<file path="config.mk">
export PLATFORM = sky130hd
export DESIGN_NAME = dwl_loader
export DESIGN_NICKNAME = d
export VERILOG_FILES = /design/src/rtl/dwl_pkg.sv /design/src/rtl/dwl_loader.sv /design/src/rtl/dwl_fifo.sv
export SDC_FILE = /design/constraint.sdc
export NUM_CORES = 1
export LEC_CHECK = 0
export BUFFER_PORTS_ARGS = -buffer_cell sky130_fd_sc_hd__buf_2
export CAP_MARGIN = 5
export CORE_MARGIN = 5
export CORE_UTILIZATION = 50
export CTS_BUF_LIST = sky130_fd_sc_hd__clkbuf_4 sky130_fd_sc_hd__clkbuf_8
export DETAILED_ROUTE_END_ITERATION = 8
export PLACE_DENSITY = 0.77
export SYNTH_ARGS = -nofsm -noshare
export SYNTH_HDL_FRONTEND = slang
export SYNTH_SLANG_ARGS = --single-unit
</file>
<file path="constraint.sdc">
create_clock -name i_mclk -period 3 [get_ports i_mclk]
set_input_delay 0.3 -clock i_mclk [delete_from_list [all_inputs] [get_ports i_mclk]]
set_output_delay 0.3 -clock i_mclk [all_outputs]
set_load 0.02 [all_outputs]
</file>
<file path="src/rtl/dwl_pkg.sv">
/*
 * constants of the serial word loader.
 * assumes a 50 MHz system clock and an AHB-Lite register port.
 */
`default_nettype none
package dwl_pkg;
	localparam int          DWL_WORD_BITS   = 16;
	localparam logic [15:0] DWL_MIDSCALE    = 16'h0000;
	localparam logic [15:0] DWL_FULL_POS    = 16'h7FFF;
	localparam logic [15:0] DWL_FULL_NEG    = 16'h8000;
	localparam int          DWL_CLK_MHZ     = 50;
	localparam int          DWL_POR_US      = 30;
	localparam int          DWL_POR_CYCLES  = DWL_POR_US * DWL_CLK_MHZ;
	localparam int          DWL_FIFO_DEPTH  = 16;
	localparam logic [7:0]  DWL_MAP_DEFAULT = 8'hE4;
	localparam logic [3:0]  DWL_OFS_CTRL    = 4'h0;
	localparam logic [3:0]  DWL_OFS_STATUS  = 4'h4;
	localparam logic [3:0]  DWL_OFS_LATCH   = 4'h8;
	localparam logic [3:0]  DWL_OFS_FILTER  = 4'hC;
	localparam int          DWL_CTRL_MUTE   = 0;
	localparam int          DWL_CTRL_BYP    = 1;
	localparam int          DWL_CTRL_FRST   = 2;
endpackage
`default_nettype wire

</file>
<file path="src/rtl/dwl_loader.sv">
/*
 * serial word loader: shift register, word clock alignment,
 * forwarding to converter latch or filter fifo, mute, ratio select,
 * AHB-Lite control and status.
 * assumes serial pins are asynchronous and sampled on i_mclk.
 */
`timescale 1ns/1ns
`default_nettype none
module dwl_loader
	import dwl_pkg::*;
#(
	parameter int         POR_CYCLES = DWL_POR_CYCLES,
	parameter logic [7:0] RATIO_MAP  = DWL_MAP_DEFAULT
) (
	input  wire logic        i_mclk,
	input  wire logic        i_resetn,
	input  wire logic        i_bit_clock,
	input  wire logic        i_serial_data,
	input  wire logic        i_word_clock,
	input  wire logic        i_filter_bypass_n,
	input  wire logic        i_filter_reset_n,
	input  wire logic        i_mute_midscale_n,
	input  wire logic        i_ratio_select_lo,
	input  wire logic        i_ratio_select_hi,
	input  wire logic        i_filter_ready,
	input  wire logic        i_hsel,
	input  wire logic [31:0] i_haddr,
	input  wire logic [1:0]  i_htrans,
	input  wire logic        i_hwrite,
	input  wire logic [2:0]  i_hsize,
	input  wire logic [31:0] i_hwdata,
	input  wire logic        i_hready,
	output logic [31:0]      o_hrdata,
	output logic             o_hreadyout,
	output logic             o_hresp,
	output logic [15:0]      o_dac_code,
	output logic             o_dac_load,
	output logic [15:0]      o_filter_data,
	output logic             o_filter_valid,
	output logic             o_filter_clear,
	output logic [4:0]       o_ratio
);
	if (POR_CYCLES < 1)
	begin : g_por_check
		$error("power-on count must be positive");
	end

	// ----------------------------------------
	// pin synchronisers
	// ----------------------------------------
	logic [7:0] s1_reg;
	logic [7:0] s2_reg;
	logic       sclk_d_reg;
	logic       wclk_d_reg;
	always_ff @(posedge i_mclk)
	begin
		s1_reg <= {i_bit_clock, i_serial_data, i_word_clock, i_filter_bypass_n,
			i_filter_reset_n, i_mute_midscale_n, i_ratio_select_hi, i_ratio_select_lo};
		s2_reg <= s1_reg;
	end
	always_ff @(posedge i_mclk)
	begin
		if (!i_resetn)
		begin
			sclk_d_reg <= 1'b0;
			wclk_d_reg <= 1'b0;
		end
		else
		begin
			sclk_d_reg <= s2_reg[7];
			wclk_d_reg <= s2_reg[5];
		end
	end
	logic sclk_rise;
	logic wclk_fall;
	assign sclk_rise = s2_reg[7] && !sclk_d_reg;
	assign wclk_fall = !s2_reg[5] && wclk_d_reg;

	// ----------------------------------------
	// register file
	// ----------------------------------------
	logic [2:0]  ctrl_reg;
	logic        wr_pend_reg;
	logic [3:0]  wr_ofs_reg;
	logic [15:0] latch_reg;
	logic        fifo_in_ready;
	logic        fifo_out_valid;
	logic        overrun_reg;
	logic        por_done_reg;
	logic        bypass;
	logic        freset;
	logic        mute;
	assign bypass = !s2_reg[4] || ctrl_reg[DWL_CTRL_BYP];
	assign freset = !s2_reg[3] || ctrl_reg[DWL_CTRL_FRST];
	assign mute   = !s2_reg[2] || ctrl_reg[DWL_CTRL_MUTE];
	assign o_hreadyout = 1'b1;
	assign o_hresp     = 1'b0;
	// offsets above the map decode to an empty slot: reads zero, writes dropped
	logic       map_hit;
	logic [3:0] bus_ofs;
	assign map_hit = i_haddr[31:4] == 28'h0000000;
	assign bus_ofs = map_hit ? i_haddr[3:0] : 4'hF;
	always_ff @(posedge i_mclk)
	begin
		if (!i_resetn)
		begin
			wr_pend_reg <= 1'b0;
			wr_ofs_reg  <= 4'h0;
			o_hrdata    <= 32'h00000000;
		end
		else
		begin
			wr_pend_reg <= i_hsel && i_hready && i_htrans[1] && i_hwrite;
			wr_ofs_reg  <= bus_ofs;
			if (i_hsel && i_hready && i_htrans[1] && !i_hwrite)
			begin
				unique case (bus_ofs)
					DWL_OFS_CTRL:   o_hrdata <= {29'h0, ctrl_reg};
					DWL_OFS_STATUS: o_hrdata <= {24'h0, o_ratio, overrun_reg,
						fifo_out_valid, por_done_reg};
					DWL_OFS_LATCH:  o_hrdata <= {16'h0, latch_reg};
					DWL_OFS_FILTER: o_hrdata <= {30'h0, freset, bypass};
					default:        o_hrdata <= 32'h00000000;
				endcase
			end
		end
	end
	always_ff @(posedge i_mclk)
	begin
		if (!i_resetn)
			ctrl_reg <= 3'h0;
		else if (wr_pend_reg && wr_ofs_reg == DWL_OFS_CTRL)
			ctrl_reg <= i_hwdata[2:0];
	end

	// ----------------------------------------
	// shift, align, forward
	// ----------------------------------------
	logic [15:0] shift_reg;
	logic [15:0] hold_reg;
	logic [1:0]  edge_cnt_reg;
	logic        fwd;
	always_ff @(posedge i_mclk)
	begin
		if (!i_resetn)
			shift_reg <= 16'h0000;
		else if (sclk_rise)
			shift_reg <= {shift_reg[14:0], s2_reg[6]};
	end
	always_ff @(posedge i_mclk)
	begin
		if (!i_resetn)
			hold_reg <= 16'h0000;
		else if (wclk_fall)
			hold_reg <= shift_reg;
	end
	// counts rising edges after the word clock fall; second one forwards
	always_ff @(posedge i_mclk)
	begin
		if (!i_resetn)
			edge_cnt_reg <= 2'd0;
		else if (wclk_fall)
			edge_cnt_reg <= 2'd2;
		else if (sclk_rise && edge_cnt_reg != 2'd0)
			edge_cnt_reg <= edge_cnt_reg - 2'd1;
	end
	assign fwd = sclk_rise && edge_cnt_reg == 2'd1 && !wclk_fall;

	// ----------------------------------------
	// converter latch and power-on
	// ----------------------------------------
	logic [$clog2(POR_CYCLES+1)-1:0] por_cnt_reg;
	always_ff @(posedge i_mclk)
	begin
		if (!i_resetn)
		begin
			por_cnt_reg  <= '0;
			por_done_reg <= 1'b0;
		end
		else if (!por_done_reg)
		begin
			por_cnt_reg <= por_cnt_reg + 1'b1;
			if (por_cnt_reg == ($clog2(POR_CYCLES+1))'(POR_CYCLES - 1))
				por_done_reg <= 1'b1;
		end
	end
	// code follows the latch value chosen this cycle, in step with the load pulse
	logic [15:0] latch_next;
	always_comb
	begin
		latch_next = latch_reg;
		if (!por_done_reg)
			latch_next = DWL_MIDSCALE;
		else if (fwd && bypass)
			latch_next = hold_reg;
	end
	always_ff @(posedge i_mclk)
	begin
		if (!i_resetn)
		begin
			latch_reg  <= DWL_MIDSCALE;
			o_dac_load <= 1'b0;
		end
		else
		begin
			latch_reg  <= latch_next;
			o_dac_load <= por_done_reg && fwd && bypass;
		end
	end
	always_ff @(posedge i_mclk)
	begin
		if (!i_resetn)
			o_dac_code <= DWL_MIDSCALE;
		else
			o_dac_code <= mute ? DWL_MIDSCALE : latch_next;
	end

	// ----------------------------------------
	// filter path and ratio
	// ----------------------------------------
	logic push_f;
	assign push_f = fwd && !bypass && !freset && por_done_reg;
	// overflow set wins over a software clear in the same cycle
	always_ff @(posedge i_mclk)
	begin
		if (!i_resetn)
			overrun_reg <= 1'b0;
		else if (push_f && !fifo_in_ready)
			overrun_reg <= 1'b1;
		else if (wr_pend_reg && wr_ofs_reg == DWL_OFS_STATUS && i_hwdata[2])
			overrun_reg <= 1'b0;
	end
	dwl_fifo #(
		.WIDTH (DWL_WORD_BITS),
		.DEPTH (DWL_FIFO_DEPTH)
	) u_fifo (
		.i_mclk      (i_mclk),
		.i_resetn    (i_resetn),
		.i_clear     (freset),
		.i_in_data   (hold_reg),
		.i_in_valid  (push_f),
		.o_in_ready  (fifo_in_ready),
		.o_out_data  (o_filter_data),
		.o_out_valid (fifo_out_valid),
		.i_out_ready (i_filter_ready && !freset)
	);
	assign o_filter_valid = fifo_out_valid && !freset;
	assign o_filter_clear = freset;
	logic [1:0] sel;
	assign sel = {s2_reg[1], s2_reg[0]};
	always_ff @(posedge i_mclk)
	begin
		if (!i_resetn)
			o_ratio <= 5'd2;
		else
			o_ratio <= 5'd1 << (3'(RATIO_MAP[sel*2 +: 2]) + 3'd1);
	end
endmodule
`default_nettype wire

</file>
<file path="src/rtl/dwl_fifo.sv">
/*
 * parameterised valid/ready fifo.
 * assumes one clock and synchronous active-low reset.
 */
`timescale 1ns/1ns
`default_nettype none
module dwl_fifo #(
	parameter int WIDTH = 16,
	parameter int DEPTH = 16
) (
	input  wire logic             i_mclk,
	input  wire logic             i_resetn,
	input  wire logic             i_clear,
	input  wire logic [WIDTH-1:0] i_in_data,
	input  wire logic             i_in_valid,
	output logic                  o_in_ready,
	output logic [WIDTH-1:0]      o_out_data,
	output logic                  o_out_valid,
	input  wire logic             i_out_ready
);
	localparam int AW = $clog2(DEPTH);
	if (DEPTH < 2 || (1 << AW) != DEPTH)
	begin : g_depth_check
		$error("fifo depth must be a power of two");
	end
	logic [WIDTH-1:0] mem [DEPTH];
	logic [AW:0]      wr_reg;
	logic [AW:0]      rd_reg;
	logic             push;
	logic             pop;
	assign o_in_ready  = (wr_reg - rd_reg) != (AW+1)'(DEPTH);
	assign o_out_valid = wr_reg != rd_reg;
	assign push = i_in_valid && o_in_ready;
	assign pop  = o_out_valid && i_out_ready;
	assign o_out_data = mem[rd_reg[AW-1:0]];
	always_ff @(posedge i_mclk)
	begin
		if (push)
			mem[wr_reg[AW-1:0]] <= i_in_data;
	end
	always_ff @(posedge i_mclk)
	begin
		if (!i_resetn || i_clear)
		begin
			wr_reg <= '0;
			rd_reg <= '0;
		end
		else
		begin
			if (push)
				wr_reg <= wr_reg + 1'b1;
			if (pop)
				rd_reg <= rd_reg + 1'b1;
		end
	end
endmodule
`default_nettype wire

</file>
==> flow_metrics.env <==
export IMPL_drt_iter0_markers=683
export IMPL_insertion_delay_ns=0.61
export IMPL_ys_seq_area_share_pct=69.4
export IMPL_dp_cells=1400
export IMPL_grt_pass1_wl_mm=46.4
export IMPL_fillers=2192
export IMPL_cp_max_fo=28
export IMPL_switching_share_pct=20.0
export IMPL_syn_avg_cell_area_um2=16.3
export IMPL_gp_congestion=0.776
export IMPL_antenna_found_initial=0
export IMPL_cts_tree="yes"
export IMPL_die_x_um=184
export IMPL_synthDistinctLibCells=53
export IMPL_area_growth_syn_to_layout_pct=16.0
export IMPL_rsz0062_at_grt="false"
export IMPL_hold_viol=0
export IMPL_maxCapViolCount=0
export IMPL_fmax_ghz=0.353
export IMPL_ys_warn_count=0
export IMPL_dr_pass1_iters=5
export IMPL_drv_slew=0
export IMPL_synth_top_area_cell="edfxtp_1"
export IMPL_hold_path_class="in2reg"
export IMPL_port_buffers=105
export IMPL_p_int_uw=8290
export IMPL_p_total_uw=10400
export IMPL_worstMarginPinSlew_ns=0.843
export IMPL_place_hpwl_mm=18.7
export IMPL_synth_edf_count=256
export IMPL_start_util_pct=50.8
export IMPL_grt_max_degree=65
export IMPL_vias=8214
export IMPL_netlist_area_mm2=0.0151
export IMPL_worstSetupPathType="reg2out"
export IMPL_rr_startpoint="u_fifo.wr_reg[1]"
export IMPL_post_drt_wl_per_cell_um=19.4
export IMPL_slew_limit_headroom_pct=43.8
export IMPL_grt_use_total_pct=17.6
export IMPL_power_density_mw_per_mm2=590
export IMPL_htree_levels=2
export IMPL_totalWireLength_mm=29.6
export IMPL_io_pins=157
export IMPL_largest_reg_flops=256
export IMPL_clockBufferDepth=3
export IMPL_required_ns=2.70
export IMPL_grt_pass1_vias=8547
export IMPL_drcViolationCount=0
export IMPL_cts_sinks=397
export IMPL_critPathArrivalTime_ns=2.54
export IMPL_outcome="complete, no violations"
export IMPL_clk_pin_slew_ns=0.06
export IMPL_power_frac_seq_pct=55.9
export IMPL_core_rowCount=63
export IMPL_worst_setup_path_end_kind="primary output"
export IMPL_final_layout_size_suffix_gt1_share_pct=29.5
export IMPL_synth_async_reset_ratio_pct=0
export IMPL_final_nets=1185
export IMPL_fp_dieH_um=184
export IMPL_final_cell_area_mm2=0.0176
export IMPL_instances_no_fill=1523
export IMPL_synthFlopType="edfxtp_1"
export IMPL_period_share_pct=94.5
export IMPL_post_dp_cell_area_mm2=0.0162
export IMPL_post_route_min_period_ns=2.84
export IMPL_cts_setup_buffers=0
export IMPL_final_antenna_net_count=0
export IMPL_vias_per_cell=5.39
export IMPL_cts_root_buf="clkbuf_8"
export IMPL_core_area_mm2=0.0298
export IMPL_irDropWorstVdd_uv=470
export IMPL_synth_top_area_share_pct=50.8
export IMPL_hold_path_startpoint="i_haddr[3]"
export IMPL_finClkSkew_ns=0.0185
export IMPL_pwr_share_clk_pct=42.4
export IMPL_cts_resized=0
export IMPL_antenna_diode_count=0
export IMPL_start_kind="flip-flop"
export IMPL_overflow=0
export IMPL_combPwrFrac_pct=1.7
export IMPL_fin_setup_tns_ns=0
export IMPL_syn_inst=928
export IMPL_switching_power_uw=2070
export IMPL_setup_violations=0
export IMPL_p_leak_uw=0.00618
export IMPL_synth_area_top_cells="edfxtp_1 51%, dfxtp_1 19%, mux4_2 12%"
export IMPL_die_area_mm2=0.0339
export IMPL_ys_ff_latch=397
export IMPL_cts_buffers=60
repair_timing:
action,4_1_cts,5_1_grt
endpoints found under the setup margin,0,0
endpoints found under the hold margin,15,0
hold buffers,16,0
area by class of cell:
class / instances / area [µm²] / share of cell area [%]
inverters: 12 / 45.0 / 0.257
flip-flops and latches: 397 / 10500 / 59.9
clock inverters: 23 / 163 / 0.926
well taps: 390 / 488 / 2.78
multi-input cells: 468 / 4300 / 24.5
repair buffers: 149 / 996 / 5.67
clock buffers: 84 / 1060 / 6.01
cell usage in the layout (no fill, tap or decap), types with 19 or more instances in the layout:
master	Yosys	final
dfxtp_1	141	139
mux2i_1	25	25
nand2_1	80	80
buf_2	11	105
edfxtp_1	256	256
mux4_2	82	82
buf_4	18	20
nor2b_1	26	26
nor2_1	54	54
a21boi_0	34	34
conb_1	2	19
clkbuf_8	0	68
logic make-up after synthesis:
group                      Yosys count  share of synthesized area [%]
adders and majority gates           14                           1.16
xor gates and xnor gates            18                           1.04
and+or+nand+nor                    236                           7.92
AOI/OAI and AO/OA                   74                           3.91
DFF                                397                           69.4
buffers and inverters               80                           2.67
other                                2                         0.0496
muxes                              107                           13.8
layer usage:
| metal | global-route usage [%] | share of wire, % | wire, µm | up-vias |
|---|---|---|---|---|
| li1 | - | - | - | 3795 |
| met1 | 24.3 | 43 | 12700 | 4080 |
| met2 | 28.8 | 49 | 14600 | 308 |
| met3 | 4.23 | 7.0 | 2060 | 31 |
| met4 | 3.73 | 1.1 | 324 | 0 |
| met5 | 0 | 0 | 0 | - |
path summary, 6_finish.rpt:
check	endpoint	slack, ns	depth (start not counted)
setup / recovery	o_filter_data[10]	0.16	4
hold reg to reg	s2_reg[0]	0.32	0
setup reg to reg	u_fifo.mem[4][3]	0.24	8
hold / removal	wr_ofs_reg[3]	0.03	2
cells in the mapped netlist, drive strengths merged, types with 9 or more instances:
master,instances
and3,10
nand2,83
a21boi,34
nor2,54
nor2b,29
a32oi,9
mux2i,25
nand3,10
clkbuf,33
ha,14
and2,14
xnor2,14
buf,35
edfxtp,256
dfxtp,141
inv,12
mux4,82
through the flow:
stage / hold slack, ns / utilization (%) / setup slack [ns]
2_1_floorplan: 0.310 / - / 0.188
3_3_place_gp: 0.311 / 54.3 / 0.304
3_5_place_dp: 0.312 / 54.3 / 0.271
4_1_cts: 0.00917 / 58.9 / 0.109
5_1_grt: 0.0215 / 58.9 / 0.0507
6_report: 0.0328 / 58.9 / 0.165
critical path, cell delays in order, from the launching register on:
cell and delay [ns]:
dfxtp_4 0.37, buf_12 0.23, mux4_2 0.61, mux4_2 0.51
buf_2 0.18
power by group through the flow:
stage | logic, µW | registers (µW) | clock network (µW)
finish | 178 | 5790 | 4400
global route | 196 | 5790 | 4770
CTS | 177 | 5790 | 4480
detailed placement | 162 | 5900 | 0
global placement | 159 | 5900 | 0
floorplan | 119 | 5910 | 0
Note: power is estimated with default switching activity, not from simulation.
